**src/rtl/lcsl_consts.svh**
```systemverilog
// timing counts and field positions for the led channel shift latch
`ifndef LCSL_CONSTS_SVH
`define LCSL_CONSTS_SVH
`define LCSL_WORD_BITS      3
`define LCSL_BIT_LOW        0
`define LCSL_BIT_MID        1
`define LCSL_BIT_HIGH       2
`define LCSL_SYS_PERIOD_PS  5000
`define LCSL_SCLK_HALF_NS   30
`define LCSL_SCLK_HALF_CYC  ((`LCSL_SCLK_HALF_NS * 1000 + `LCSL_SYS_PERIOD_PS - 1) / `LCSL_SYS_PERIOD_PS)
`define LCSL_LATCH_HOLD_NS  25
`define LCSL_LATCH_HOLD_CYC ((`LCSL_LATCH_HOLD_NS * 1000 + `LCSL_SYS_PERIOD_PS - 1) / `LCSL_SYS_PERIOD_PS)
`define LCSL_ADDR_CTRL      4'h0
`define LCSL_ADDR_WORD      4'h1
`define LCSL_ADDR_STATUS    4'h2
`define LCSL_ADDR_IRQ_STAT  4'h3
`define LCSL_ADDR_IRQ_MASK  4'h4
`define LCSL_ADDR_WORDS     4'h5
`define LCSL_CTRL_START     0
`define LCSL_CTRL_GATE_N    1
`define LCSL_CTRL_HOLD_OPEN 2
`define LCSL_IRQ_DONE       0
`define LCSL_IRQ_THERMAL    1
`endif

```
**src/rtl/lcsl_pkg.sv**
```systemverilog
// types shared by both ends of the led channel shift latch link
package lcsl_pkg;
  typedef logic [2:0] lcsl_word_t;
  typedef enum logic [2:0] {
    LCSL_IDLE,
    LCSL_SETUP,
    LCSL_HIGH,
    LCSL_LOW,
    LCSL_LATCH,
    LCSL_DONE
  } lcsl_state_t;
endpackage : lcsl_pkg

```
**src/rtl/lcsl_link_if.sv**
```systemverilog
// serial link joining the host end to the driver end
`timescale 1ns/1ps
`default_nettype none
interface lcsl_link_if;
  logic sclk;
  logic sdata_in;
  logic sdata_out;
  logic latch_load;
  logic gate_n;
  modport host (
    output sclk,
    output sdata_in,
    input  sdata_out,
    output latch_load,
    output gate_n
  );
  modport device (
    input  sclk,
    input  sdata_in,
    output sdata_out,
    input  latch_load,
    input  gate_n
  );
endinterface : lcsl_link_if
`default_nettype wire

```
**src/rtl/lcsl_driver.sv**
```systemverilog
// driver end: shift register, output latch, gate, dimming variant, thermal shutdown
//
// The address-and-strobe port and the register offsets were decided locally.
`timescale 1ns/1ps
`default_nettype none
`include "lcsl_consts.svh"
// Functional notes
// - shift data in on clock rising edge
// - word is three bits, low mid high
// - high bit shifted first, low bit last
// - host keeps data settled at edge
// - serial out shows last shift stage
// - input reaches serial out after three edges
// - chained drivers share clock and latch
// - latch follows shift register while load high
// - latch holds on load falling edge
// - gate high turns all channels off (the parallel variant ignores the gate)
// - gate low channels follow latch bits
// - shifting independent of gate level
// - dim inputs switch own channel directly
// - overheat turns all channels off
// - leave shutdown only after cooling hysteresis
// - dim inputs kept at low rate
// - host keeps clock slow when transparent
module lcsl_driver #(
  parameter bit PARALLEL_VARIANT = 1'b0
) (
  input  wire logic       i_clk_sys,
  input  wire logic       i_nrst,
  lcsl_link_if.device     link,
  input  wire logic       i_channel1_dim_in,
  input  wire logic       i_channel2_dim_in,
  input  wire logic       i_channel3_dim_in,
  input  wire logic       i_temp_over,
  input  wire logic       i_temp_cool,
  output logic            o_channel1_sink,
  output logic            o_channel2_sink,
  output logic            o_channel3_sink,
  output logic            o_thermal_off
);
  localparam int W = `LCSL_WORD_BITS;
  // agreed levels of every asynchronous input
  logic sclk_q;
  logic din_q;
  logic load_q;
  logic gate_q;
  logic d1_q;
  logic d2_q;
  logic d3_q;
  logic hot_q;
  logic cool_q;
  lcsl_sync i_sync_sclk (
    .i_clk_sys (i_clk_sys),
    .i_nrst    (i_nrst),
    .i_async   (link.sclk),
    .o_level   (sclk_q)
  );
  lcsl_sync i_sync_din (
    .i_clk_sys (i_clk_sys),
    .i_nrst    (i_nrst),
    .i_async   (link.sdata_in),
    .o_level   (din_q)
  );
  lcsl_sync i_sync_load (
    .i_clk_sys (i_clk_sys),
    .i_nrst    (i_nrst),
    .i_async   (link.latch_load),
    .o_level   (load_q)
  );
  lcsl_sync #(.RESET_LEVEL(1'b1)) i_sync_gate (
    .i_clk_sys (i_clk_sys),
    .i_nrst    (i_nrst),
    .i_async   (link.gate_n),
    .o_level   (gate_q)
  );
  lcsl_sync i_sync_d1 (
    .i_clk_sys (i_clk_sys),
    .i_nrst    (i_nrst),
    .i_async   (i_channel1_dim_in),
    .o_level   (d1_q)
  );
  lcsl_sync i_sync_d2 (
    .i_clk_sys (i_clk_sys),
    .i_nrst    (i_nrst),
    .i_async   (i_channel2_dim_in),
    .o_level   (d2_q)
  );
  lcsl_sync i_sync_d3 (
    .i_clk_sys (i_clk_sys),
    .i_nrst    (i_nrst),
    .i_async   (i_channel3_dim_in),
    .o_level   (d3_q)
  );
  lcsl_sync i_sync_hot (
    .i_clk_sys (i_clk_sys),
    .i_nrst    (i_nrst),
    .i_async   (i_temp_over),
    .o_level   (hot_q)
  );
  lcsl_sync i_sync_cool (
    .i_clk_sys (i_clk_sys),
    .i_nrst    (i_nrst),
    .i_async   (i_temp_cool),
    .o_level   (cool_q)
  );
  logic sclk_prev;
  always_ff @(posedge i_clk_sys or negedge i_nrst) begin
    if (!i_nrst) sclk_prev <= 1'b0;
    else sclk_prev <= sclk_q;
  end
  wire sclk_rise = sclk_q && !sclk_prev;
  // din_q lags sclk_q equally, so the level sampled is the one at the edge
  lcsl_pkg::lcsl_word_t shift_reg;
  always_ff @(posedge i_clk_sys or negedge i_nrst) begin
    if (!i_nrst) begin
      shift_reg <= 3'h0;
    end else if (sclk_rise) begin
      shift_reg <= {shift_reg[W-2:0], din_q};
    end
  end
  always_ff @(posedge i_clk_sys or negedge i_nrst) begin
    if (!i_nrst) link.sdata_out <= 1'b0;
    else link.sdata_out <= shift_reg[W-1];
  end
  // transparent while load high, frozen from its fall onward
  lcsl_pkg::lcsl_word_t out_latch;
  always_ff @(posedge i_clk_sys or negedge i_nrst) begin
    if (!i_nrst) out_latch <= 3'h0;
    else if (load_q) out_latch <= shift_reg;
  end
  // thermal shutdown with hysteresis: set by overheat, cleared by cool flag
  always_ff @(posedge i_clk_sys or negedge i_nrst) begin
    if (!i_nrst) o_thermal_off <= 1'b0;
    else if (hot_q) o_thermal_off <= 1'b1;
    else if (cool_q) o_thermal_off <= 1'b0;
  end
  // shutdown acts at once, before the registered flag follows
  wire off_now = o_thermal_off || hot_q;
  lcsl_channel #(.PARALLEL_VARIANT(PARALLEL_VARIANT)) i_chan1 (
    .i_clk_sys   (i_clk_sys),
    .i_nrst      (i_nrst),
    .i_dim       (d1_q),
    .i_latch_bit (out_latch[`LCSL_BIT_LOW]),
    .i_gate_n    (gate_q),
    .i_off       (off_now),
    .o_sink      (o_channel1_sink)
  );
  lcsl_channel #(.PARALLEL_VARIANT(PARALLEL_VARIANT)) i_chan2 (
    .i_clk_sys   (i_clk_sys),
    .i_nrst      (i_nrst),
    .i_dim       (d2_q),
    .i_latch_bit (out_latch[`LCSL_BIT_MID]),
    .i_gate_n    (gate_q),
    .i_off       (off_now),
    .o_sink      (o_channel2_sink)
  );
  lcsl_channel #(.PARALLEL_VARIANT(PARALLEL_VARIANT)) i_chan3 (
    .i_clk_sys   (i_clk_sys),
    .i_nrst      (i_nrst),
    .i_dim       (d3_q),
    .i_latch_bit (out_latch[`LCSL_BIT_HIGH]),
    .i_gate_n    (gate_q),
    .i_off       (off_now),
    .o_sink      (o_channel3_sink)
  );
endmodule : lcsl_driver

// three-flop sampler for one input from outside the clock domain
module lcsl_sync #(
  parameter bit RESET_LEVEL = 1'b0
) (
  input  wire logic i_clk_sys,
  input  wire logic i_nrst,
  input  wire logic i_async,
  output logic      o_level
);
  logic [2:0] stages;
  always_ff @(posedge i_clk_sys or negedge i_nrst) begin
    if (!i_nrst) begin
      stages <= {3{RESET_LEVEL}};
    end else begin
      stages <= {stages[1:0], i_async};
    end
  end
  // a change counts once stages two and three agree
  always_ff @(posedge i_clk_sys or negedge i_nrst) begin
    if (!i_nrst) begin
      o_level <= RESET_LEVEL;
    end else if (stages[1] == stages[2]) begin
      o_level <= stages[2];
    end
  end
endmodule : lcsl_sync

// one sink output: latch bit masked by gate and shutdown, or dimming bit masked by shutdown only
module lcsl_channel #(
  parameter bit PARALLEL_VARIANT = 1'b0
) (
  input  wire logic i_clk_sys,
  input  wire logic i_nrst,
  input  wire logic i_dim,
  input  wire logic i_latch_bit,
  input  wire logic i_gate_n,
  input  wire logic i_off,
  output logic      o_sink
);
  always_ff @(posedge i_clk_sys or negedge i_nrst) begin
    if (!i_nrst) begin
      o_sink <= 1'b0;
    end else if (i_off) begin
      o_sink <= 1'b0;
    end else if (PARALLEL_VARIANT) begin
      o_sink <= i_dim;
    end else if (i_gate_n) begin
      o_sink <= 1'b0;
    end else begin
      o_sink <= i_latch_bit;
    end
  end
endmodule : lcsl_channel
`default_nettype wire

```
**src/flat_wrapper.sv**
```systemverilog
// flat-port wrapper written by rule: the top's interface ports become plain ports
module lcsl_driver_flat 
#(
  parameter bit PARALLEL_VARIANT = 1'b0
)
  (i_clk_sys, i_nrst, i_channel1_dim_in, i_channel2_dim_in, i_channel3_dim_in, i_temp_over, i_temp_cool, o_channel1_sink, o_channel2_sink, o_channel3_sink, o_thermal_off, link_sclk, link_sdata_in, link_sdata_out, link_latch_load, link_gate_n);
  lcsl_link_if link_i ();
  input  wire logic i_clk_sys;
  input  wire logic i_nrst;
  input  wire logic i_channel1_dim_in;
  input  wire logic i_channel2_dim_in;
  input  wire logic i_channel3_dim_in;
  input  wire logic i_temp_over;
  input  wire logic i_temp_cool;
  output logic o_channel1_sink;
  output logic o_channel2_sink;
  output logic o_channel3_sink;
  output logic o_thermal_off;
  input wire logic [$bits(link_i.sclk)-1:0] link_sclk;
  input wire logic [$bits(link_i.sdata_in)-1:0] link_sdata_in;
  output wire logic [$bits(link_i.sdata_out)-1:0] link_sdata_out;
  input wire logic [$bits(link_i.latch_load)-1:0] link_latch_load;
  input wire logic [$bits(link_i.gate_n)-1:0] link_gate_n;
  assign link_i.sclk = link_sclk;
  assign link_i.sdata_in = link_sdata_in;
  assign link_sdata_out = link_i.sdata_out;
  assign link_i.latch_load = link_latch_load;
  assign link_i.gate_n = link_gate_n;
  lcsl_driver #(.PARALLEL_VARIANT(PARALLEL_VARIANT)) u_core (.i_clk_sys(i_clk_sys), .i_nrst(i_nrst), .link(link_i), .i_channel1_dim_in(i_channel1_dim_in), .i_channel2_dim_in(i_channel2_dim_in), .i_channel3_dim_in(i_channel3_dim_in), .i_temp_over(i_temp_over), .i_temp_cool(i_temp_cool), .o_channel1_sink(o_channel1_sink), .o_channel2_sink(o_channel2_sink), .o_channel3_sink(o_channel3_sink), .o_thermal_off(o_thermal_off));
endmodule
```
**config.mk**
```make
export PLATFORM = sky130hd
export DESIGN_NAME = lcsl_driver_flat
export DESIGN_NICKNAME = d
export VERILOG_FILES = /design/src/rtl/lcsl_pkg.sv /design/src/rtl/lcsl_link_if.sv /design/src/rtl/lcsl_driver.sv /design/src/flat_wrapper.sv
export VERILOG_INCLUDE_DIRS = /design/src /design/src/rtl
export SDC_FILE = /design/constraint.sdc
export NUM_CORES = 1
export LEC_CHECK = 0
export BUFFER_PORTS_ARGS = -buffer_cell sky130_fd_sc_hd__buf_2
export CELL_PAD_IN_SITES_DETAIL_PLACEMENT = 1
export CELL_PAD_IN_SITES_GLOBAL_PLACEMENT = 2
export CORE_ASPECT_RATIO = 1.5
export CORE_UTILIZATION = 43
export DETAILED_ROUTE_END_ITERATION = 10
export PLACE_DENSITY = 0.79
export SKIP_CTS_REPAIR_TIMING = 1
export SLEW_MARGIN = 20
export SYNTH_ARGS = -nofsm -noshare
export SYNTH_HDL_FRONTEND = slang
export SYNTH_SLANG_ARGS = --single-unit
```
**constraint.sdc**
```tcl
create_clock -name i_clk_sys -period 2.9 [get_ports i_clk_sys]
set_clock_uncertainty 0.1 [all_clocks]
set_input_delay 0.58 -clock i_clk_sys [delete_from_list [all_inputs] [get_ports i_clk_sys]]
set_output_delay 0.58 -clock i_clk_sys [all_outputs]
set_load 0.02 [all_outputs]
```
After elaboration in Yosys (flattened, before gate mapping)
Index checks and enable logic that the tools add are counted.
{"block": "totals", "reg_bits": 36, "output_inout_bits": 5}
{"block": "classes", "n_reduce_logical": 4, "muxes": 8, "n_eq_ne": 6}
{"cell": "1-bit two-way mux", "n": 8}
{"cell": "1-bit == test", "n": 6}
{"cell": "2-bit nonzero test", "n": 1}
{"cell": "1-bit logical AND", "n": 1}
{"cell": "1-bit zero test", "n": 1}
{"cell": "1-bit logical OR", "n": 1}

Logic depth before layout (Yosys ltp)
Gate-level depths: netlist (run 1).
{"block": "depth", "depth_word": 2, "ltp_mapped": 2, "ltp_nobuf": 2}

Hierarchy
Synthesis (run 1) repeated with hierarchy kept, for this count alone.
{"block": "hier_totals", "hier_cells": 70, "hier_area_um2": 1455.1}
{"mod": "lcsl_sync at u_core.i_sync_cool ...", "instances": 8, "cells_each": 5, "area_per_inst_um2": 111.4}
{"mod": "lcsl_driver", "instances": 1, "cells_each": 19, "area_per_inst_um2": 335.3}
{"mod": "lcsl_sync at u_core.i_sync_gate", "instances": 1, "cells_each": 5, "area_per_inst_um2": 116.4}
{"mod": "lcsl_channel", "instances": 3, "cells_each": 2, "area_per_inst_um2": 37.5}

Worst setup path before layout (run 1)
Ideal clock, no wire load.
{"block": "synth_timing", "path_kind": "register to output", "startpoint": "register u_core.o_thermal_off", "endpoint": "output port o_thermal_off", "path_stages_with_launch": 1, "slack_ns": 1.770, "t_arrival_ns": 0.450, "path_buffers": 0, "t_required_ns": 2.220, "cell_sequence": "dfrtp_1"}
{"item": "start: declaration", "line": "lcsl_driver.sv:39", "rtl": "output logic o_thermal_off"}
{"item": "start signal: assignment", "line": "lcsl_driver.sv:133", "rtl": "if (!i_nrst) o_thermal_off <= 1'b0;"}
{"item": "start signal: assignment", "line": "lcsl_driver.sv:134", "rtl": "else if (hot_q) o_thermal_off <= 1'b1;"}
{"item": "start signal: assignment", "line": "lcsl_driver.sv:135", "rtl": "else if (cool_q) o_thermal_off <= 1'b0;"}
{"item": "end: declaration", "line": "flat_wrapper.sv:18", "rtl": "output logic o_thermal_off;"}
No word-level cell between the ends.

Worst setup path in the final report (run 1)
{"block": "layout_timing", "startpoint": "register u_core.o_thermal_off", "endpoint": "output port o_thermal_off"}
No word-level cell between the ends.

==> results, run 1 <==
- The run finished with clean final reports.
- Cell internal power was estimated by the tool at 0.0008194 W.
- For the pin with the worst max-slew slack, the measured transition is 0.7383 ns.
- 0 antenna diodes ended up in the layout.
- The maximum level of the CTS H-tree is 2.
- The number of buffers on the longest clock path is 2.
- IR analysis of the VDD net gives a maximum drop of 464.0 µV.
- The required time at the endpoint of the critical path is 2.22 ns.
- The worst-skew pair later-pin latency is 0.33 ns.
- At the end of the flow, the number of nets in the layout was 85.
- The region available for standard cell placement spans 2422 µm².
- In this run the number of cells on the critical path is 1.
- In this run the power density over the cells is 833.3 nW/µm².
- The register clock-pin slew on the reported worst setup and hold paths is 0.11 ns.
- The number of global-route vias before repair is 547.
- The timing startpoint of the critical path is u_core.o_thermal_off.
- The post-layout minimum cycle time is 1.592 ns.
- The number of storage elements in the synthesis netlist is 36.
- The sequential cell area is 905.9 µm².
- The number of primary I/O pins is 16.
- Detailed placement finished with a half-perimeter wire length of 858 µm.
- For the worst flop-to-flop path, the logic depth is 2.
- The count of maximum capacitance violations is 0.
- The final number of max-transition violations was 0.
- The share of layout cells above drive strength 1 is 41.33%.
- In this run, the combinational gates consume 10.2% of the power.
- In the global route stage, overall resource usage came out at 12.81%.
- The final-layout fill cell count is 237.
- The tightest slew margin relative to the limit is 50.78%.
- The number of DRC violations after detailed routing is 0.
- STA classifies the critical path startpoint as a flop.
- The arrival time of data at the critical path endpoint is 0.91 ns.
- Setup repair after global routing left no endpoint under its margin.
- The net switching power is 0.0002346 W.
- The multi-input combinational cells in the finished layout cover a total of 188.9 µm².
- The switching part of the total power is 22.26%.
- The distinct cell type count after synthesis is 10.
- The library cell used most frequently in the layout, excluding fill and tap cells, is sky130_fd_sc_hd__dfrtp_1.
- The post-synthesis sequential area ratio is 82.46%.
- The detailed-route wire length is 1286 µm.
- The initial utilization of the core area, before any placement, comes to 45.35%.
- The maximum fanout along the worst path is 3.
- In the finished design, the share of the clock period the worst path needs comes to 54.88%.
- For this run, the top clock speed supported by timing is 628.3 MHz.
- For this run the aggregate overflow at the end of global routing stands at 0.
- The total of endpoints with negative setup slack in the final report is 0.
- The slowest stage of the critical path belongs to the cell sky130_fd_sc_hd__dfrtp_1.
- The category of the worst setup path capture point is a primary output.
- The vias after detailed routing is 493.
- The analysis attributes to cell leakage a power of 0.5921 nW.
- Traced cell by cell, the critical path runs through buf_2.
- The DRC marker count from the first detailed-route iteration is 12.
- Total power for the finished layout comes to 0.001054 W.
- The number of antenna violations at the first check in global routing was 0.
- The cell at the root of the clock tree is sky130_fd_sc_hd__clkbuf_4.
- The layout overhead on the synthesized area is 15.15%.
- The pin count of the biggest net entering global routing is 37.
- Setup total negative slack on the finished layout was measured at 0 ns.
- The post-synth net total is 66.
- The remaining antenna violation count is 0.
- The number of cell rows is 22.
- The die is 63.91 µm tall.
- The die outline area is 2765 µm².
- In the layout the commonest cells are sky130_fd_sc_hd__dfrtp_1 (32), sky130_fd_sc_hd__buf_2 (12), sky130_fd_sc_hd__maj3_1 (6), sky130_fd_sc_hd__clkbuf_4 (5), sky130_fd_sc_hd__dfstp_2 (4).
- The count of final hold-check violations is 0.
- The post-synthesis instance area is 1099 µm².
- The classification of the worst setup path is flop to primary output.
- The post-synthesis instance total is 55.
- CTS saw 36 sinks.
- For this run, the slowest stage of the critical path takes 0.42 ns.
- The TritonCTS clock tree is yes.
- The average instance in the mapped netlist occupies 19.97 µm².
- The mean routed wirelength per cell is 12.99 µm.
- The worst hold path belongs to the class input pin to asynchronous set/reset pin.
- The yosys synthesis warning count is 0.
- The sequential cell fraction of total power is 58.4%.
- The via-per-instance ratio is 4.980.
- The number of iterations in the first detailed-routing pass is 2.
- Counting both buffers and inverters, the worst setup path holds a total of 1.
- The first global-routing pass estimated 2449 µm of wire.
- The die boundary width is 43.27 µm.
- During placement, the flow inserted port buffers numbering 12.
- The worst register-to-register path begins at u_core.i_sync_sclk.o_level.
- The kind of cell adding the most delay to the critical path is flip-flops.
- Clock tree synthesis inserted a total of 5 buffers.
- The relative contribution of the clock network to total power is 31.4%.
- The final RePlAce weighted congestion is 0.6413.
- The minimum setup slack among reg-to-reg paths is 1.78 ns.
==> worst paths after layout <==
path                                                 to
min                               u_core.i_chan1.o_sink
max                                       o_thermal_off
min reg2reg                u_core.i_sync_load.stages[1]
min in group i_clk_sys     u_core.i_sync_gate.stages[0]
max in group asynchronous  u_core.i_sync_cool.stages[0]
max reg2reg                         u_core.shift_reg[1]
==> cells in the mapped netlist <==
cell / n / area share, %
sky130_fd_sc_hd__dfrtp_1: 32 / 73
sky130_fd_sc_hd__maj3_1: 6 / 5.5
sky130_fd_sc_hd__dfstp_2: 4 / 9.6
sky130_fd_sc_hd__and2_1: 3 / 1.7
sky130_fd_sc_hd__mux2_2: 3 / 3.1
sky130_fd_sc_hd__mux2_4: 3 / 4.1
sky130_fd_sc_hd__a21o_1: 1 / 0.68
sky130_fd_sc_hd__inv_1: 1 / 0.34
sky130_fd_sc_hd__nor2b_4: 1 / 1.3
sky130_fd_sc_hd__nor3_2: 1 / 0.91
==> power groups by stage <==
stage                     Sequential [W]  Combinational (W)  Clock (W)
final                           0.000616           0.000108   0.000331
after global routing            0.000627           0.000119   0.000364
after CTS                       0.000618           0.000111   0.000344
after detailed placement        0.000628           0.000110          0
after global placement          0.000625           0.000105          0
after floorplan                 0.000630          0.0000622          0
==> layout make-up <==
class,instances,area share (%)
sequential,36,71.61
multi-input combinational,18,14.94
timing repair buffer,12,4.748
clock buffer,6,3.264
clock inverter,2,2.770
tap,24,2.374
inverter,1,0.2967
==> metrics by stage <==
stage | util (%) | instance area [µm²] | setup WS, ns | hold WS (ns) | cells
detailed placement | 49.07 | 1189 | 1.599 | 0.2357 | 91
finish | 52.22 | 1265 | 1.308 | 0.1989 | 99
global route | 52.22 | 1265 | 1.258 | 0.2050 | 99
global placement | 49.07 | 1189 | 1.631 | 0.2324 | 91
CTS | 52.22 | 1265 | 1.281 | 0.2148 | 99
floorplan | - | 1099 | 1.770 | 0.1844 | 55
==> cell families after synthesis <==
| group | Yosys count | share of synthesized area (%) |
|---|---|---|
| buffers and inverters | 1 | 0.3414 |
| multiplexers | 6 | 7.175 |
| AND/OR/NAND/NOR | 5 | 3.872 |
| AO/OA/AOI/OAI | 1 | 0.6836 |
| flip-flops | 36 | 82.46 |
| adder cells (fa/ha/maj) | 6 | 5.467 |
==> metal layers <==
| metal | track usage [%] | wire, µm |
|---|---|---|
| met1 | 14.71 | 501 |
| met2 | 18.47 | 653 |
| met3 | 6.780 | 88 |
| met4 | 7.955 | 44 |
| met5 | 0 | 0 |
No activity file was read; power rests on OpenSTA's default activity.
==> inputs of run 2 (changes only) <==
--- a/config.mk
+++ b/config.mk
@@ -10,9 +10,9 @@
 export CELL_PAD_IN_SITES_DETAIL_PLACEMENT = 1
 export CELL_PAD_IN_SITES_GLOBAL_PLACEMENT = 2
 export CORE_ASPECT_RATIO = 1.5
-export CORE_UTILIZATION = 43
+export CORE_UTILIZATION = 40
 export DETAILED_ROUTE_END_ITERATION = 10
-export PLACE_DENSITY = 0.79
+export PLACE_DENSITY = 0.75
 export SKIP_CTS_REPAIR_TIMING = 1
 export SLEW_MARGIN = 20
 export SYNTH_ARGS = -nofsm -noshare
==> constraint.sdc (replaced) <==
create_clock -name i_clk_sys -period 1.5 [get_ports i_clk_sys]
set_clock_uncertainty 0.1 [all_clocks]
set_input_delay 0.3 -clock i_clk_sys [delete_from_list [all_inputs] [get_ports i_clk_sys]]
set_output_delay 0.3 -clock i_clk_sys [all_outputs]
set_load 0.02 [all_outputs]
==> results, run 2 (synthesis gave the netlist of run 1 again) <==
- The power per unit of standard cell area is 1447 nW/µm² (+74%).
- The mean routed wirelength per cell is 11.39 µm (-12%).
- The kind of cell adding the most delay to the critical path is flip-flops.
- The path category of the worst min-delay check is flop to flop.
- In this run the most critical hold path is launched from u_core.i_sync_cool.stages[0].
- The leftover overflow at the end of global routing is 0 (unchanged).
- The number of DRC violations after detailed routing is 0 (unchanged).
- The total routing usage reported by global routing is 12.79% (-0.022 points).
- The number of input and output port buffers inserted is 12 (unchanged).
- The core region area is 2532 µm² (+4.5%).
- The pin count of the biggest net entering global routing is 20 (-46%).
- The internal power contribution is 0.001518 W (+85%).
- For the finished layout, the period the worst path requires is 1.305 ns.
- The number of iterations in the first detailed-routing pass was 3 (+1).
- The remaining antenna violation count is 0 (unchanged).
- The switching part of the total power is 22.80% (+0.54 points).
- The die boundary width was 44.79 µm (+3.5%).
- The number of buffers created by CTS was 5 (unchanged).
- The actual slew at the worst max-slew pin came to 0.4108 ns (-0.3276 ns).
- The register clock-pin slew on the reported worst setup and hold paths is 0.09 ns (-0.02 ns).
- The TritonCTS clock tree is yes.
- The worst stage delay on the critical path came to 0.41 ns (about the same).
- The count of final hold-check violations is 0 (unchanged).
- The count of maximum capacitance violations is 0 (unchanged).
- The worst-skew pair later-pin latency is 0.33 ns (about the same).
- The detailed-route wire length is 1344 µm (+4.5%).
- The proportion of power drawn by combinational gates came to 11.6% (+1.4 points).
- The highest ir drop seen on vdd is 696.1 µV (+50%).
- The number of cell rows was 22 (unchanged).
- Setup repair after global routing left no endpoint under its margin.
- The final total negative setup slack came to 0 ns (unchanged).
- The tightest slew margin relative to the limit is 72.61% (+22 points).
- The classification of the worst setup path is flop to primary output.
- The sequential cell fraction of total power is 60.5% (+2.1 points).
- The maximum level of the CTS H-tree was 2 (unchanged).
- The relative contribution of the clock network to total power is 27.9% (-3.5 points).
- The top cell types in the final layout, fill and taps aside, are sky130_fd_sc_hd__dfrtp_1 (32), sky130_fd_sc_hd__buf_2 (12), sky130_fd_sc_hd__dlygate4sd3_1 (7), sky130_fd_sc_hd__maj3_1 (6), sky130_fd_sc_hd__clkbuf_4 (5).
- The final RePlAce weighted congestion came to 0.6212 (-3.1%).
- The total of endpoints with negative setup slack in the final report is 0 (unchanged).
- The category of the worst setup path launch point is a flop.
- The DRC marker count from the first detailed-route iteration is 15 (+3).
- The wire length on met2 was 668 µm (+2.3%).
- The number of antenna violations at the first check in global routing is 0 (unchanged).
- The die outline height is 66.19 µm (+3.6%).
- The share of layout cells above drive strength 1 is 39.02% (-2.3 points).
- The cell at the root of the clock tree is sky130_fd_sc_hd__clkbuf_4.
- The wire length the detailed router placed on met1 is 530 µm (+5.8%).
- The via-per-instance ratio is 4.534 (-9.0%).
- The number of global-route vias before repair is 528 (-3.5%).
- The flow ran to the end, and the final reports show no timing, DRC or antenna violations.
- The library cell used most frequently in the layout, excluding fill and tap cells, is sky130_fd_sc_hd__dfrtp_1.
- The total leakage power is 0.6258 nW (+5.7%).
- The final number of max-transition violations was 0 (unchanged).
- The path depth of the worst reg2reg path was 2 (unchanged).
- The initial standard-cell utilization of the core came to 43.38% (-2.0 points).
- Static timing analysis puts the maximum clock frequency at 766.3 MHz.
- For hold timing, the worst endpoint is u_core.i_sync_cool.stages[1].
- The post-route fraction of the period consumed by the critical path is 87.00%.
- Relative to the synthesized area, the layout overhead comes to 23.69%.
- The number of buffers and inverters on the critical path is 1 (unchanged).
- The master of the slowest instance on the critical path is sky130_fd_sc_hd__dfrtp_1.
- After detailed routing, no signal wire sits above met4.
- The antenna diode count was 0 (unchanged).
- The number of primary I/O pins was 16 (unchanged).
- The total length of routed met3 wires came to 72 µm (-18%).
- In this run the critical register-to-register path is captured at u_core.shift_reg[1].
- The maximum fanout along the worst path was 3 (unchanged).
- The vias after detailed routing was 535 (+8.5%).
- The global-route wire length before repair is 2415 µm (-1.4%).
- The final-layout fill cell count is 255 (+7.6%).
- The number of sinks handled by clock tree synthesis came to 36 (unchanged).
- The required time at the endpoint of the critical path came to 1.10 ns (-1.12 ns).
- The category of the worst setup path capture point is a primary output.
- In this run the critical register-to-register path is launched from u_core.i_sync_sclk.o_level.
- The layout net count is 93 (+9.4%).
- The die outline area came to 2964 µm² (+7.2%).
- The arrival time of data at the critical path endpoint is 0.90 ns (about the same).
- The minimum setup slack among reg-to-reg paths was 0.38 ns (-1.40 ns).
- The critical path goes through buf_2.
- The net switching power is 0.0004482 W (+91%).
- The number of buffers on the longest clock path was 2 (unchanged).
- The number of cells on the worst hold path is 0.
- The post-route worst hold slack is 0.2542 ns (+0.05530 ns).
==> run 2: metrics by stage <==
step                instances  total power (W)  setup WS (ns)  area, µm²  utilization, %
floorplan                  55         0.001338         0.4487       1099               -
global placement          104         0.001413         0.4108       1224           48.32
detailed placement        104         0.001430         0.3826       1224           48.32
CTS                       111         0.001985         0.1702       1289           50.89
global route              118         0.002069         0.1351       1359           53.66
finish                    118         0.001966         0.1950       1359           53.66
==> run 2: layer usage <==
layer | up-vias | track usage (%)
met5 | - | 0
met4 | 0 | 13.64
met1 | 276 | 13.53
li1 | 235 | -
met2 | 16 | 18.01
met3 | 8 | 4.918
==> run 2: power by group through the flow <==
stage | clock network (W) | logic (W) | registers, W
after CTS | 0.000572 | 0.000219 | 0.00119
final | 0.000548 | 0.000228 | 0.00119
after detailed placement | 0 | 0.000218 | 0.00121
after floorplan | 0 | 0.000120 | 0.00122
after global routing | 0.000611 | 0.000248 | 0.00121
after global placement | 0 | 0.000210 | 0.00120
==> run 2: area by class of cell <==
cell class	instances	area, µm²	share of cell area (%)
Sequential cell	36	905.9	66.67
Multi-Input combinational cell	18	188.9	13.90
Timing Repair Buffer	20	150.1	11.05
Clock buffer	7	65.06	4.788
Tap cell	36	45.04	3.315
Inverter	1	3.754	0.2762
==> run 2: worst max-delay path by stage <==
stage                                     from                   to  cells after the start
finish                    u_core.o_thermal_off        o_thermal_off                      1
global route              u_core.o_thermal_off        o_thermal_off                      1
CTS                       u_core.o_thermal_off        o_thermal_off                      1
detailed placement  u_core.i_sync_sclk.o_level  u_core.shift_reg[1]                      2
global placement    u_core.i_sync_sclk.o_level  u_core.shift_reg[2]                      2
floorplan                     u_core.sclk_prev  u_core.shift_reg[0]                      2
==> inputs of run 3 (changes only) <==
--- a/config.mk
+++ b/config.mk
@@ -10,8 +10,10 @@
 export CELL_PAD_IN_SITES_DETAIL_PLACEMENT = 1
 export CELL_PAD_IN_SITES_GLOBAL_PLACEMENT = 2
 export CORE_ASPECT_RATIO = 1.5
+export CORE_MARGIN = 1.5
 export CORE_UTILIZATION = 40
 export DETAILED_ROUTE_END_ITERATION = 10
+export GPL_ROUTABILITY_DRIVEN = 1
 export PLACE_DENSITY = 0.75
 export SKIP_CTS_REPAIR_TIMING = 1
 export SLEW_MARGIN = 20
==> constraint.sdc (replaced) <==
create_clock -name i_clk_sys -period 1.5 [get_ports i_clk_sys]
set_clock_uncertainty 0.1 [all_clocks]
set_input_delay 0 -clock i_clk_sys [delete_from_list [all_inputs] [get_ports i_clk_sys]]
set_output_delay 0 -clock i_clk_sys [all_outputs]
set_load 0.02 [all_outputs]
==> results, run 3 (synthesis gave the netlist of run 1 again) <==
- The cell at the root of the clock tree is sky130_fd_sc_hd__clkbuf_8.
- The DRC marker count from the first detailed-route iteration is 12 (-3).
- The net switching power is 0.0004810 W (+7.3%).
- The final-layout fill cell count was 260 (+2.0%).
- The count of maximum capacitance violations is 0 (unchanged).
- The final RePlAce weighted congestion is 0.6096 (-1.9%).
- The total length of routed met3 wires came to 85 µm (+18%).
- The worst register-to-register path begins at u_core.i_sync_sclk.o_level.
- The number of buffers on the longest clock path is 2 (unchanged).
- The share of layout cells above drive strength 1 is 38.55% (-0.47 points).
- The total of endpoints with negative setup slack in the final report is 0 (unchanged).
- The worst setup path is captured at a flop.
- The required time at the endpoint of the critical path is 1.57 ns (+0.47 ns).
- The category of the worst setup path launch point is a flop.
- The relative contribution of the clock network to total power is 34.0% (+6.1 points).
- The count of final hold-check violations is 0 (unchanged).
- The run finished with clean final reports.
- The number of input and output port buffers inserted is 12 (unchanged).
- The most common cell after layout, fill and taps aside is sky130_fd_sc_hd__dfrtp_1.
- The pin count of the biggest net entering global routing is 37 (+85%).
- The tightest slew margin relative to the limit was 71.48% (-1.1 points).
- The via-per-instance ratio is 4.292 (-5.3%).
- The post-route fraction of the period consumed by the critical path was 74.12% (-13 points).
- The register clock-pin slew on the reported worst setup and hold paths is 0.07 ns (-0.02 ns).
- The number of DRC violations after detailed routing is 0 (unchanged).
- The wire length on met2 is 702 µm (+5.1%).
- The die boundary width is 45.79 µm (+2.2%).
- The classification of the worst setup path is flop to flop.
- The vias after detailed routing came to 515 (-3.7%).
- The antenna diode count is 0 (unchanged).
- The die outline area is 3076 µm² (+3.8%).
- Compared with the post-synthesis result, the final layout area differs by 25.85%.
- The power per unit of standard cell area came to 1555 nW/µm² (+7.5%).
- The remaining antenna violation count is 0 (unchanged).
- The leftover overflow at the end of global routing is 0 (unchanged).
- The total leakage power came to 0.6354 nW (+1.5%).
- The arrival time of data at the critical path endpoint is 1.18 ns (+0.28 ns).
- The number of cell rows is 23 (+4.5%).
- The sequential cell fraction of total power is 55.6% (-4.9 points).
- The die outline height is 67.19 µm (+1.5%).
- Leaving out fill and tap cells, the most frequent cells in the layout are sky130_fd_sc_hd__dfrtp_1 (32), sky130_fd_sc_hd__buf_2 (12), sky130_fd_sc_hd__clkbuf_8 (7), sky130_fd_sc_hd__dlygate4sd3_1 (7), sky130_fd_sc_hd__maj3_1 (6).
- The path depth of the worst reg2reg path was 2 (unchanged).
- The worst slack after detailed placement is 0.3940 ns (+0.01137 ns).
- The mean routed wirelength per cell is 11.93 µm (+4.8%).
- The TritonCTS clock tree is yes.
- The final total negative setup slack is 0 ns (unchanged).
- The maximum fanout along the worst path is 3 (unchanged).
- The layout net count is 93 (unchanged).
- The detailed-route wire length is 1432 µm (+6.5%).
- The number of antenna violations at the first check in global routing is 0 (unchanged).
- The highest metal layer carrying signal wires in the routed design is met4.
- The highest ir drop seen on vdd is 727.4 µV (+4.5%).
- In this run the worst hold path is classified as input pin to asynchronous set/reset pin.
- The actual slew at the worst max-slew pin is 0.4277 ns (+0.01694 ns).
- The worst-case setup margin in the final layout is 0.3882 ns (+0.1932 ns).
- The number of primary I/O pins is 16 (unchanged).
- The number of global-route vias before repair came to 517 (-2.1%).
- Setup repair after global routing left no endpoint under its margin.
- The final number of max-transition violations was 0 (unchanged).
- The global-route wire length before repair was 2373 µm (-1.7%).
- The wire length the detailed router placed on met1 was 585 µm (+10%).
- The maximum level of the CTS H-tree was 2 (unchanged).
- The internal power contribution is 0.001669 W (+10%).
- The number of buffers created by CTS is 5 (unchanged).
- The core region area is 2648 µm² (+4.5%).
- The total routing usage reported by global routing came to 12.05% (-0.74 points).
- The fmax is 899.4 MHz (+17%).
- The estimated wirelength of the detail-placed design is 870.6 µm.
- The minimum setup slack among reg-to-reg paths is 0.39 ns (about the same).
- The worst-skew pair later-pin latency is 0.28 ns (-0.05 ns).
- The switching part of the total power is 22.37% (-0.43 points).
- The number of sinks handled by clock tree synthesis was 36 (unchanged).
- The initial standard-cell utilization of the core is 41.49% (-1.9 points).
- The number of iterations in the first detailed-routing pass is 2 (-1).
- The worst register-to-register path ends at u_core.shift_reg[1].
- The share of the core filled with cells is 52.22% (-1.4 points).
- The proportion of power drawn by combinational gates came to 10.4% (-1.2 points).
- The post-layout minimum cycle time is 1.112 ns (-0.1932 ns).
==> run 3: changes by cell type in the layout (fill, tap and decap cells not counted), sizes merged <==
| cell | before | now |
|---|---|---|
| clkbuf | 7 | 8 |
==> run 3: metrics by stage <==
| stage | cells | total power [W] | instance area, µm² | hold slack, ns |
|---|---|---|---|---|
| after floorplan | 55 | 0.001338 | 1099 | -0.3956 |
| after global placement | 105 | 0.001412 | 1212 | -0.05465 |
| after detailed placement | 105 | 0.001426 | 1212 | -0.04196 |
| after CTS | 113 | 0.002167 | 1313 | -0.3486 |
| after global routing | 120 | 0.002244 | 1383 | 0.2389 |
| final | 120 | 0.002150 | 1383 | 0.1739 |
==> run 3: layout make-up <==
type	instances	area (µm²)	share of cell area (%)
Tap cell	37	46.29	3.348
Sequential cell	36	905.9	65.52
Timing Repair Buffer	20	137.6	9.955
Clock buffer	8	100.1	7.240
Inverter	1	3.754	0.2715
Multi-Input combinational cell	18	188.9	13.67
==> run 3: critical path, stage by stage, from the launching register on <==
cell and delay (ns):
sky130_fd_sc_hd__dfrtp_1 0.38, sky130_fd_sc_hd__nor2b_4 0.21, sky130_fd_sc_hd__mux2_4 0.31
==> run 3: power by group through the flow <==
stage	registers, W	clock network (W)	logic (W)
final	0.00120	0.000731	0.000224
after global routing	0.00121	0.000790	0.000240
after CTS	0.00120	0.000754	0.000215
after detailed placement	0.00121	0	0.000212
after global placement	0.00121	0	0.000205
after floorplan	0.00122	0	0.000120
==> run 3: worst max path at each step <==
stage / depth (start not counted) / startpoint / end / slack (ns)
detailed placement: 2 / u_core.i_sync_sclk.o_level / u_core.shift_reg[1] / 0.39
global route: 2 / u_core.i_sync_sclk.o_level / u_core.shift_reg[1] / 0.34
CTS: 2 / u_core.i_sync_sclk.o_level / u_core.shift_reg[1] / 0.38
global placement: 2 / u_core.i_sync_sclk.o_level / u_core.shift_reg[1] / 0.41
floorplan: 2 / u_core.sclk_prev / u_core.shift_reg[0] / 0.45
finish: 2 / u_core.i_sync_sclk.o_level / u_core.shift_reg[1] / 0.39
==> run 3: routing by layer <==
layer	global-route usage, %	vias to the layer above
li1	-	232
met1	12.48	264
met2	17.08	13
met3	7.219	6
met4	9.643	0
met5	0	-
